**config.mk**
```make
export PLATFORM = sky130hd
export DESIGN_NAME = ifr_top
export DESIGN_NICKNAME = d
export VERILOG_FILES = /design/src/hdl/ifr_pkg.sv /design/src/hdl/ifr_top.sv
export SDC_FILE = /design/constraint.sdc
export NUM_CORES = 1
export LEC_CHECK = 0
export BUFFER_PORTS_ARGS = -buffer_cell sky130_fd_sc_hd__buf_2
export CORE_MARGIN = 2
export CORE_UTILIZATION = 30
export CTS_BUF_LIST = sky130_fd_sc_hd__clkbuf_4 sky130_fd_sc_hd__clkbuf_8
export DETAILED_ROUTE_END_ITERATION = 12
export PLACE_DENSITY = 0.45
export SLEW_MARGIN = 0
export SYNTH_ARGS = -nofsm -noshare
export SYNTH_HDL_FRONTEND = slang
export SYNTH_SLANG_ARGS = --single-unit
```
**constraint.sdc**
```tcl
create_clock -name SYS_CLK_IN -period 5.5 [get_ports SYS_CLK_IN]
set_input_delay 0.55 -clock SYS_CLK_IN [delete_from_list [all_inputs] [get_ports SYS_CLK_IN]]
set_output_delay 0.55 -clock SYS_CLK_IN [all_outputs]
set_load 0.02 [all_outputs]
```
**src/hdl/ifr_pkg.sv**
```systemverilog
// constants and types for the input overvoltage fault responder
// assumes a pmbus command decoder outside that hands over byte writes
package ifr_pkg;
  localparam logic [7:0] IFR_ACTION_ADDR = 8'h56; // command code of the action byte
  localparam logic [7:0] IFR_ACTION_RST  = 8'h80; // shut down, no retry, one unit
  localparam int         IFR_MODE_POS    = 6;     // response mode field 7:6
  localparam int         IFR_RETRY_POS   = 3;     // retry field 5:3
  localparam int         IFR_DELAY_POS   = 0;     // delay field 2:0
  localparam logic [1:0] IFR_MODE_IGNORE = 2'h0;
  localparam logic [1:0] IFR_MODE_DELAY  = 2'h1;
  localparam logic [1:0] IFR_MODE_RETRY  = 2'h2;
  localparam logic [1:0] IFR_MODE_LATCH  = 2'h3;
  localparam logic [2:0] IFR_RETRY_NONE  = 3'h0;
  localparam logic [2:0] IFR_RETRY_CONT  = 3'h7; // restart without limit
  localparam logic [7:0] IFR_UNIT_ONE    = 8'h01;

  // action byte as stored
  typedef struct packed {
    logic [1:0] mode;
    logic [2:0] retries;
    logic [2:0] delay;
  } ifr_cfg_t;

  typedef enum logic [1:0] {
    IFR_RUN,
    IFR_DELAY,
    IFR_RETRY,
    IFR_LATCHED
  } ifr_state_t;
endpackage : ifr_pkg

```
**src/hdl/ifr_top.sv**
```systemverilog
// input overvoltage fault responder: action byte, delay timer, retry sequencer
// assumes fault, unit tick, clear and on command come from logic on SYS_CLK_IN
`timescale 1ns/100ps

module ifr_top
  import ifr_pkg::*;
(
  // clock and reset
  input  wire logic       SYS_CLK_IN,
  input  wire logic       RST_N_IN,
  // pmbus byte port
  input  wire logic [7:0] CMD_CODE_IN,
  input  wire logic       WR_STB_IN,
  input  wire logic [7:0] WR_DATA_IN,
  output logic      [7:0] RD_DATA_OUT,
  // fault and control
  input  wire logic       FAULT_IN,
  input  wire logic       UNIT_TICK_IN,
  input  wire logic       CLEAR_IN,
  input  wire logic       ON_CMD_IN,
  // status
  output logic            OUT_EN_OUT,
  output logic            FAULT_LATCHED_OUT
);

  ifr_cfg_t   cfg_ff;
  ifr_state_t state_ff;
  ifr_state_t nxt_state;
  logic [2:0] attempts_ff;
  logic [2:0] nxt_attempts;
  logic       try_on_ff;
  logic       nxt_try_on;
  logic       fail_ff;
  logic       nxt_fail;
  logic [7:0] unit_cnt_ff;
  logic [7:0] delay_units;
  logic       timer_done;
  logic       timer_restart;
  logic       on_prev_ff;
  logic       clear_evt;
  logic       fault_act;
  logic       nxt_out_en;

  // action byte write and read path
  always_ff @(posedge SYS_CLK_IN or negedge RST_N_IN)
  begin
    if (!RST_N_IN)
      cfg_ff <= ifr_cfg_t'(IFR_ACTION_RST);
    else if (WR_STB_IN && CMD_CODE_IN == IFR_ACTION_ADDR)
      cfg_ff <= ifr_cfg_t'(WR_DATA_IN);
  end

  always_ff @(posedge SYS_CLK_IN or negedge RST_N_IN)
  begin
    if (!RST_N_IN)
      RD_DATA_OUT <= 8'h00;
    else if (CMD_CODE_IN == IFR_ACTION_ADDR)
      RD_DATA_OUT <= cfg_ff;
    else
      RD_DATA_OUT <= 8'h00;
  end

  // clear events: explicit clear or off-to-on command edge
  always_ff @(posedge SYS_CLK_IN or negedge RST_N_IN)
  begin
    if (!RST_N_IN)
      on_prev_ff <= 1'b0;
    else
      on_prev_ff <= ON_CMD_IN;
  end

  assign clear_evt = CLEAR_IN || (ON_CMD_IN && !on_prev_ff);

  // delay timer counts 2^delay unit ticks
  assign delay_units = IFR_UNIT_ONE << cfg_ff.delay;
  assign timer_done  = UNIT_TICK_IN && (unit_cnt_ff == delay_units - IFR_UNIT_ONE);

  always_ff @(posedge SYS_CLK_IN or negedge RST_N_IN)
  begin
    if (!RST_N_IN)
      unit_cnt_ff <= 8'h00;
    else if (timer_restart)
      unit_cnt_ff <= 8'h00;
    else if (UNIT_TICK_IN)
      unit_cnt_ff <= unit_cnt_ff + IFR_UNIT_ONE;
  end

  assign fault_act = FAULT_IN && cfg_ff.mode != IFR_MODE_IGNORE;

  // response sequencer
  always_comb
  begin
    nxt_state     = state_ff;
    nxt_attempts  = attempts_ff;
    nxt_try_on    = try_on_ff;
    nxt_fail      = fail_ff;
    timer_restart = 1'b0;
    if (!ON_CMD_IN || clear_evt)
    begin
      // commanded off or cleared: idle and rearm
      nxt_state     = IFR_RUN;
      nxt_attempts  = cfg_ff.retries;
      nxt_try_on    = 1'b0;
      nxt_fail      = 1'b0;
      timer_restart = 1'b1;
    end
    else
    begin
      unique case (state_ff)
        IFR_RUN:
        begin
          timer_restart = 1'b1;
          if (fault_act)
          begin
            unique case (cfg_ff.mode)
              IFR_MODE_DELAY: nxt_state = IFR_DELAY;
              IFR_MODE_LATCH: nxt_state = IFR_LATCHED;
              default:
                nxt_state = (cfg_ff.retries == IFR_RETRY_NONE) ? IFR_LATCHED
                                                               : IFR_RETRY;
            endcase
            nxt_try_on   = 1'b0;
            nxt_attempts = cfg_ff.retries; // each fault starts from the current field
          end
        end
        IFR_DELAY:
        begin
          if (timer_done)
          begin
            timer_restart = 1'b1;
            if (!FAULT_IN)
              nxt_state = IFR_RUN;
            else if (cfg_ff.retries == IFR_RETRY_NONE)
              nxt_state = IFR_LATCHED;
            else
              nxt_state = IFR_RETRY;
          end
        end
        IFR_RETRY:
        begin
          if (timer_done)
          begin
            timer_restart = 1'b1;
            if (try_on_ff && !fail_ff && !FAULT_IN)
            begin
              nxt_state    = IFR_RUN; // attempt held up
              nxt_attempts = cfg_ff.retries;
            end
            else if (attempts_ff != 3'h0 || cfg_ff.retries == IFR_RETRY_CONT)
            begin
              nxt_try_on = 1'b1;
              nxt_fail   = 1'b0;
              if (cfg_ff.retries != IFR_RETRY_CONT)
                nxt_attempts = attempts_ff - 3'h1;
            end
            else
              nxt_state = IFR_LATCHED;
          end
          else if (try_on_ff && FAULT_IN)
            nxt_fail = 1'b1; // failed attempt turns off at once
        end
        IFR_LATCHED: nxt_state = IFR_LATCHED;
      endcase
    end
  end

  assign nxt_out_en = ON_CMD_IN && (nxt_state == IFR_RUN || nxt_state == IFR_DELAY ||
                      (nxt_state == IFR_RETRY && nxt_try_on && !nxt_fail));

  // sequencer state
  always_ff @(posedge SYS_CLK_IN or negedge RST_N_IN)
  begin
    if (!RST_N_IN)
    begin
      state_ff    <= IFR_RUN;
      attempts_ff <= 3'h0;
      try_on_ff   <= 1'b0;
      fail_ff     <= 1'b0;
    end
    else
    begin
      state_ff    <= nxt_state;
      attempts_ff <= nxt_attempts;
      try_on_ff   <= nxt_try_on;
      fail_ff     <= nxt_fail;
    end
  end

  // registered outputs
  always_ff @(posedge SYS_CLK_IN or negedge RST_N_IN)
  begin
    if (!RST_N_IN)
    begin
      OUT_EN_OUT        <= 1'b0;
      FAULT_LATCHED_OUT <= 1'b0;
    end
    else
    begin
      OUT_EN_OUT        <= nxt_out_en;
      FAULT_LATCHED_OUT <= (nxt_state == IFR_LATCHED);
    end
  end

  // checks
  property p_cfg_write;
    @(posedge SYS_CLK_IN) disable iff (!RST_N_IN)
    (WR_STB_IN && CMD_CODE_IN == IFR_ACTION_ADDR) |=> (cfg_ff == $past(WR_DATA_IN));
  endproperty
  a_cfg_write: assert property (p_cfg_write) else $error("action byte not stored");

  property p_ignore;
    @(posedge SYS_CLK_IN) disable iff (!RST_N_IN)
    (state_ff == IFR_RUN && cfg_ff.mode == IFR_MODE_IGNORE && ON_CMD_IN && $past(ON_CMD_IN)
     && !WR_STB_IN) |=> OUT_EN_OUT;
  endproperty
  a_ignore: assert property (p_ignore) else $error("output dropped in ignore mode");

  property p_delay_on;
    @(posedge SYS_CLK_IN) disable iff (!RST_N_IN)
    (state_ff == IFR_RUN && fault_act && cfg_ff.mode == IFR_MODE_DELAY && ON_CMD_IN
     && !clear_evt) |=> (state_ff == IFR_DELAY && OUT_EN_OUT);
  endproperty
  a_delay_on: assert property (p_delay_on) else $error("delay mode stopped output");

  property p_disable_now;
    @(posedge SYS_CLK_IN) disable iff (!RST_N_IN)
    (state_ff == IFR_RUN && fault_act && cfg_ff.mode[1] && ON_CMD_IN && !clear_evt)
    |=> !OUT_EN_OUT;
  endproperty
  a_disable_now: assert property (p_disable_now) else $error("output not disabled");

  property p_latch_mode;
    @(posedge SYS_CLK_IN) disable iff (!RST_N_IN)
    (state_ff == IFR_RUN && fault_act && cfg_ff.mode == IFR_MODE_LATCH && ON_CMD_IN
     && !clear_evt) |=> FAULT_LATCHED_OUT ##1 (FAULT_LATCHED_OUT || $past(clear_evt || !ON_CMD_IN));
  endproperty
  a_latch_mode: assert property (p_latch_mode) else $error("latch mode not held");

  property p_clear;
    @(posedge SYS_CLK_IN) disable iff (!RST_N_IN)
    clear_evt |=> (!FAULT_LATCHED_OUT && state_ff == IFR_RUN);
  endproperty
  a_clear: assert property (p_clear) else $error("clear did not release fault");

  property p_no_retry;
    @(posedge SYS_CLK_IN) disable iff (!RST_N_IN)
    (state_ff == IFR_RUN && fault_act && cfg_ff.mode == IFR_MODE_RETRY
     && cfg_ff.retries == IFR_RETRY_NONE && ON_CMD_IN && !clear_evt) |=> FAULT_LATCHED_OUT;
  endproperty
  a_no_retry: assert property (p_no_retry) else $error("retried with count zero");

  property p_limit;
    @(posedge SYS_CLK_IN) disable iff (!RST_N_IN)
    (state_ff == IFR_RETRY && nxt_state == IFR_LATCHED) |-> (attempts_ff == 3'h0);
  endproperty
  a_limit: assert property (p_limit) else $error("latched with attempts left");

  property p_unlimited;
    @(posedge SYS_CLK_IN) disable iff (!RST_N_IN)
    (state_ff == IFR_RETRY && cfg_ff.retries == IFR_RETRY_CONT) |=> !FAULT_LATCHED_OUT;
  endproperty
  a_unlimited: assert property (p_unlimited) else $error("continuous retry gave up");

  property p_timer;
    @(posedge SYS_CLK_IN) disable iff (!RST_N_IN)
    (timer_done && state_ff != IFR_LATCHED) |=> (unit_cnt_ff == 8'h00);
  endproperty
  a_timer: assert property (p_timer) else $error("delay ended at wrong count");

  property p_reload;
    @(posedge SYS_CLK_IN) disable iff (!RST_N_IN)
    (clear_evt && !WR_STB_IN) |=> (attempts_ff == cfg_ff.retries);
  endproperty
  a_reload: assert property (p_reload) else $error("attempts not reloaded");

  c_latched:   cover property (@(posedge SYS_CLK_IN) disable iff (!RST_N_IN)
                               state_ff == IFR_RETRY ##1 state_ff == IFR_LATCHED);
  c_recovered: cover property (@(posedge SYS_CLK_IN) disable iff (!RST_N_IN)
                               state_ff == IFR_RETRY ##1 state_ff == IFR_RUN);
  c_delay_end: cover property (@(posedge SYS_CLK_IN) disable iff (!RST_N_IN)
                               state_ff == IFR_DELAY && timer_done);
endmodule // ifr_top

```
; ---- After elaboration in Yosys (flattened, before gate mapping)
; Cells that the tools add are included.
[op_classes]
n_reduce_logical = 29
n_shift = 1
eq_ne = 16
n_addsub = 3
muxes = 35
[ops]
columns = operator, n
row1 = $mux W8, 3
row2 = $mux W3, 6
row3 = $mux W1, 14
row4 = $mux W2, 7
row5 = $eq A2 B2 Y1 const B, 5
row6 = $logic_and A1 B1 Y1, 10
row7 = $ne A3 B3 Y1 const B, 3
row8 = $add A8 B1 Y8 const B, 1
row9 = $eq A8 B7 Y1 const B, 1
row10 = $eq A8 B8 Y1, 1
row11 = $ne A4 B4 Y1 const B, 2
row12 = $pmux W2 S4, 1
row13 = $shl A1 B3 Y8 const A, 1
row14 = $sub A8 B1 Y8 const B, 1
row15 = $eq A2 B1 Y1 const B, 3
row16 = $pmux W3 S2, 1
row17 = $reduce_bool A3 Y1, 2
row18 = $logic_not A1 Y1, 5
row19 = $logic_or A1 B1 Y1, 5
row20 = $reduce_and A5 Y1, 1
row21 = $logic_not A2 Y1, 2
row22 = $pmux W1 S2, 2
row23 = $pmux W2 S2, 1
row24 = $reduce_bool A2 Y1, 2
row25 = 4 further kinds, 4
[word_totals]
wordCells = 96
reg_bits = 34
input_bits = 23
out_inout_bits = 10

; ---- Depth between registers and ports, before layout
[logic_depth]
ltp_word = 12
ltp_mapped = 9
depth_no_buf = 9

; ---- Least setup slack after synthesis
; OpenSTA, ideal clock, no wires.
[synth_timing]
path_kind = in2reg
start = input port UNIT_TICK_IN
end = register attempts_ff[1]
setup_time_ns = 0.126
cell_stages = 7
slack_ns = 3.322
required_ns = 5.374
arrival_time_ns = 2.051
n_path_buf = 1
cell_sequence = clkbuf_1 nor3b_4 o211ai_2 or2_4 a221oi_4 nor3b_2 nor3_2
[synth_via]
elab_chain_cells = 3
[synth_lines]
columns = item, line_no
row1 = from (decl), ifr_top.sv:18  ; input wire logic UNIT_TICK_IN,
row2 = $logic_and A1 B1 Y1, ifr_top.sv:76  ; assign timer_done = UNIT_TICK_IN && (unit_cnt_ff == delay_units - IFR_UNIT_ONE);
row3 = $ne A3 B3 Y1 (no source line), n/a
row4 = $reduce_and A5 Y1 (no source line), n/a
row5 = to (signal assigned), ifr_top.sv:183  ; attempts_ff <= nxt_attempts;
row6 = to (decl), ifr_top.sv:29  ; logic [2:0] attempts_ff;
; No other way between the ends.
; A chain may end at the register's enable or synchronous reset.

; ---- Final worst setup path
[layout_timing]
start = register cfg_ff[2] (netlist bit)
end = register attempts_ff[1]
[layout_via]
elab_chain_cells = 6
[layout_lines]
columns = item, line_no
row1 = from (decl), ifr_top.sv:26  ; ifr_cfg_t cfg_ff;
row2 = from (signal assigned), ifr_top.sv:48  ; cfg_ff <= ifr_cfg_t'(IFR_ACTION_RST);
row3 = from (signal assigned), ifr_top.sv:50  ; cfg_ff <= ifr_cfg_t'(WR_DATA_IN);
row4 = $shl A1 B3 Y8, ifr_top.sv:75  ; assign delay_units = IFR_UNIT_ONE << cfg_ff.delay;
row5 = $sub A8 B1 Y8, ifr_top.sv:76
row6 = $eq A8 B8 Y1, ifr_top.sv:76
row7 = $logic_and A1 B1 Y1, ifr_top.sv:76
row8 = $ne A3 B3 Y1 (no source line), n/a
row9 = $reduce_and A5 Y1 (no source line), n/a
; No other way between the ends.

==> flow_summary.toml <==
[critical_path]
cp_max_fo = 10
cp.arrival_ns = 2.37
cp.required_ns = 5.68
startpoint_type = "flop"
rrSetupSlack_ns = 3.31
cp-startpoint = "cfg_ff[2]"
rr_endpoint = "attempts_ff[1]"
reg2reg_from = "cfg_ff[2]"
endpoint_kind = "flop"
reg2regPathDepth = 7
crit_path_end = "attempts_ff[1]"
crit_type = "flop to flop"

[sta]
finalSetupViolations = 0
rsz0062_at_grt = "no"
fin_skew_ns = 0.00605
fin_crit_sh_pct = 39.8
setup_tns_ns = 0
layout_setup_ws_ns = 3.31
fin_crit_ns = 2.19
final_max_slew_viol_count = 0
hold_viol = 0
max_freq_mhz = 457
slew_headroom_pct = 47.8
hold_ws_ns = 0.333
tightest_slew_ns = 0.782

[final_layout]
layout-drive-gt1-share_pct = 29.1
synthToLayoutAreaGrowth_pct = 18.2
antenna_cells = 0
layout.nets = 250
final_core_util_pct = 36.4

[clock_network]
cts_root_buffer = "clkbuf_8"
worstSkewPairLatency_ns = 0.29
cts_buffers = 5
cts_resized = 0
htree_levels = 2
clock-sinks = 34
clkTransAtPathRegs_ns = 0.08
cts_max_path_buffers = 2
cts_tree = "yes"
cts_setup_buffers = 0
hold_buffers = 0

[drt]
drtIter0Drc = 78
via_per_inst = 4.93
drc = 0
ant_nets = 0
vias = 1463
post_drt_wl_per_cell_microns = 13.7
firstDrtPassIters = 4
wl_microns = 4070

[global_route]
grt.total_usage_pct = 12.5
first_global_vias = 1416
grt_max_degree = 35
antenna_found_initial = 0
gr-total-overflow = 0
grt_pass1_wl_microns = 7030

[floorplanning]
start_util_pct = 30.8
core_area_sq_um = 6280
rows = 29
die_area_sq_um = 7100
ios = 33
dieHeight_microns = 84.2
die_x_microns = 84.2

[synth]
ys_async_sr_fraction_pct = 100
synth_top_area_share_pct = 42.7
ys_top_cells_by_area = "dfrtp_1, ha_1, mux2_2"
syn-num-nets = 218
netlist_instances = 187
ys_seq_elements = 34
synth_edf_count = 0
synth_ff_type = "dfrtp_1"
yosysUniqueCellTypes = 54
ys_seq_area_share_pct = 44.1
yosys.area.top_type = "dfrtp_1"
ys_warn_count = 0
synthesis.area_sq_um = 1930
syn_avg_cell_area_sq_um = 10.3

[placed_design]
place_congestion = 0.775
port_buffers = 32
dp_hpwl_microns = 2930
post-place-ws_ns = 3.26

[hold_path]
hp-class = "primary input to asynchronous set/reset pin"

[flow_run]
drv_cap = 0

[run_status]
status = "finished, final reports clean"

[pwr]
vdd_drop_max_mv = 0.145
p_leak_nw = 1.05
powerDensity_nw_per_um2 = 261
-- synthesized netlist by cell type, types with 5 or more instances --
cell type / count
dfrtp_1: 33
nand2_1: 15
mux2_2: 8
ha_1: 8
o21ai_0: 6
nor2_1: 18
xor2_1: 5
and2_1: 10
a31oi_1: 5
nor3_1: 5
inv_1: 8
-- metrics by stage --
| stage | power (mW) | instance area [sq um] | std cells |
|---|---|---|---|
| final | 0.596 | 2280 | 297 |
| after global routing | 0.624 | 2280 | 297 |
| after CTS | 0.609 | 2280 | 297 |
| after detailed placement | 0.318 | 2150 | 289 |
| after global placement | 0.319 | 2150 | 289 |
| after floorplan | 0.299 | 1930 | 187 |
-- state kept, by name (all words and copies together), names as in the netlist --
signal and cells:
RD_DATA_OUT 8, unit_cnt_ff 8, attempts_ff 3, state_ff 2, FAULT_LATCHED_OUT 1, fail_ff 1
try_on_ff 1, OUT_EN_OUT 1, cfg_ff 8, on_prev_ff 1
-- cells by family after synthesis --
family,Yosys count,synth area share [%]
buffers and inverters,15,3.76
adders and majority gates,8,5.18
and+or+nand+nor,73,21.6
xor gates and xnor gates,10,4.92
muxes,9,5.18
DFF,34,44.1
AOI/OAI and AO/OA,38,15.3
-- cell type report --
type                    instances  area [sq um]
well taps                      77          96.3
fillers                       634          3990
clock buffers                   5          68.8
flip-flops and latches         34           852
clock inverters                 3          68.8
inverters                       8          30.0
multi-input cells             138          1010
repair buffers                 32           160
-- per-layer routing --
metal  track usage [%]  vias to the layer above  share of wire (%)
met1              16.9                      706                 49
li1                  -                      730                  -
met5                 0                        -                  0
met2              19.1                       22                 46
met3              3.24                        5                3.3
met4              4.99                        0                1.1
-- worst min-delay path by stage --
| stage | slack (ns) | cells past startpoint | from | end |
|---|---|---|---|---|
| final | 0.33 | 1 | RST_N_IN | RD_DATA_OUT[1] |
| after CTS | 0.37 | 1 | RST_N_IN | RD_DATA_OUT[1] |
| after detailed placement | 0.54 | 1 | cfg_ff[7] | RD_DATA_OUT[7] |
| after global routing | 0.37 | 1 | ON_CMD_IN | on_prev_ff |
| after floorplan | 0.25 | 0 | RST_N_IN | FAULT_LATCHED_OUT |
| after global placement | 0.54 | 1 | cfg_ff[7] | RD_DATA_OUT[7] |
-- worst max-delay path, stage by stage (launching register included) --
cell	delay [ns]
dfrtp_1	0.49
xor2_1	0.23
nor3b_4	0.19
o211ai_2	0.18
or2_4	0.30
a221oi_4	0.38
nor3b_2	0.24
nor3_2	0.06
-- cell usage in the layout, fill, tap and decap left out, types with 2 or more instances in the layout --
cell	instances
nor2_1	18
a21oi_1	4
dfrtp_1	33
mux2_2	8
buf_2	32
xnor2_1	4
xor2_1	5
o21ai_1	2
o41ai_1	2
a31oi_1	5
nand4bb_1	2
clkbuf_8	5
nor3_2	2
nor3_1	5
and2_1	10
bufinv_16	2
o21ai_0	6
inv_1	8
nand2_1	15
o22ai_1	2
ha_1	8
o31ai_1	2
nand3_1	4
nor4_1	3
nand4_1	3
-- report_power, final --
group / total (mW) / internal, mW / switching (mW)
clock network: 0.284 / 0.182 / 0.102
logic: 0.0504 / 0.0225 / 0.0279
registers: 0.262 / 0.255 / 0.00717
Note: power is estimated with default switching activity, not from simulation.
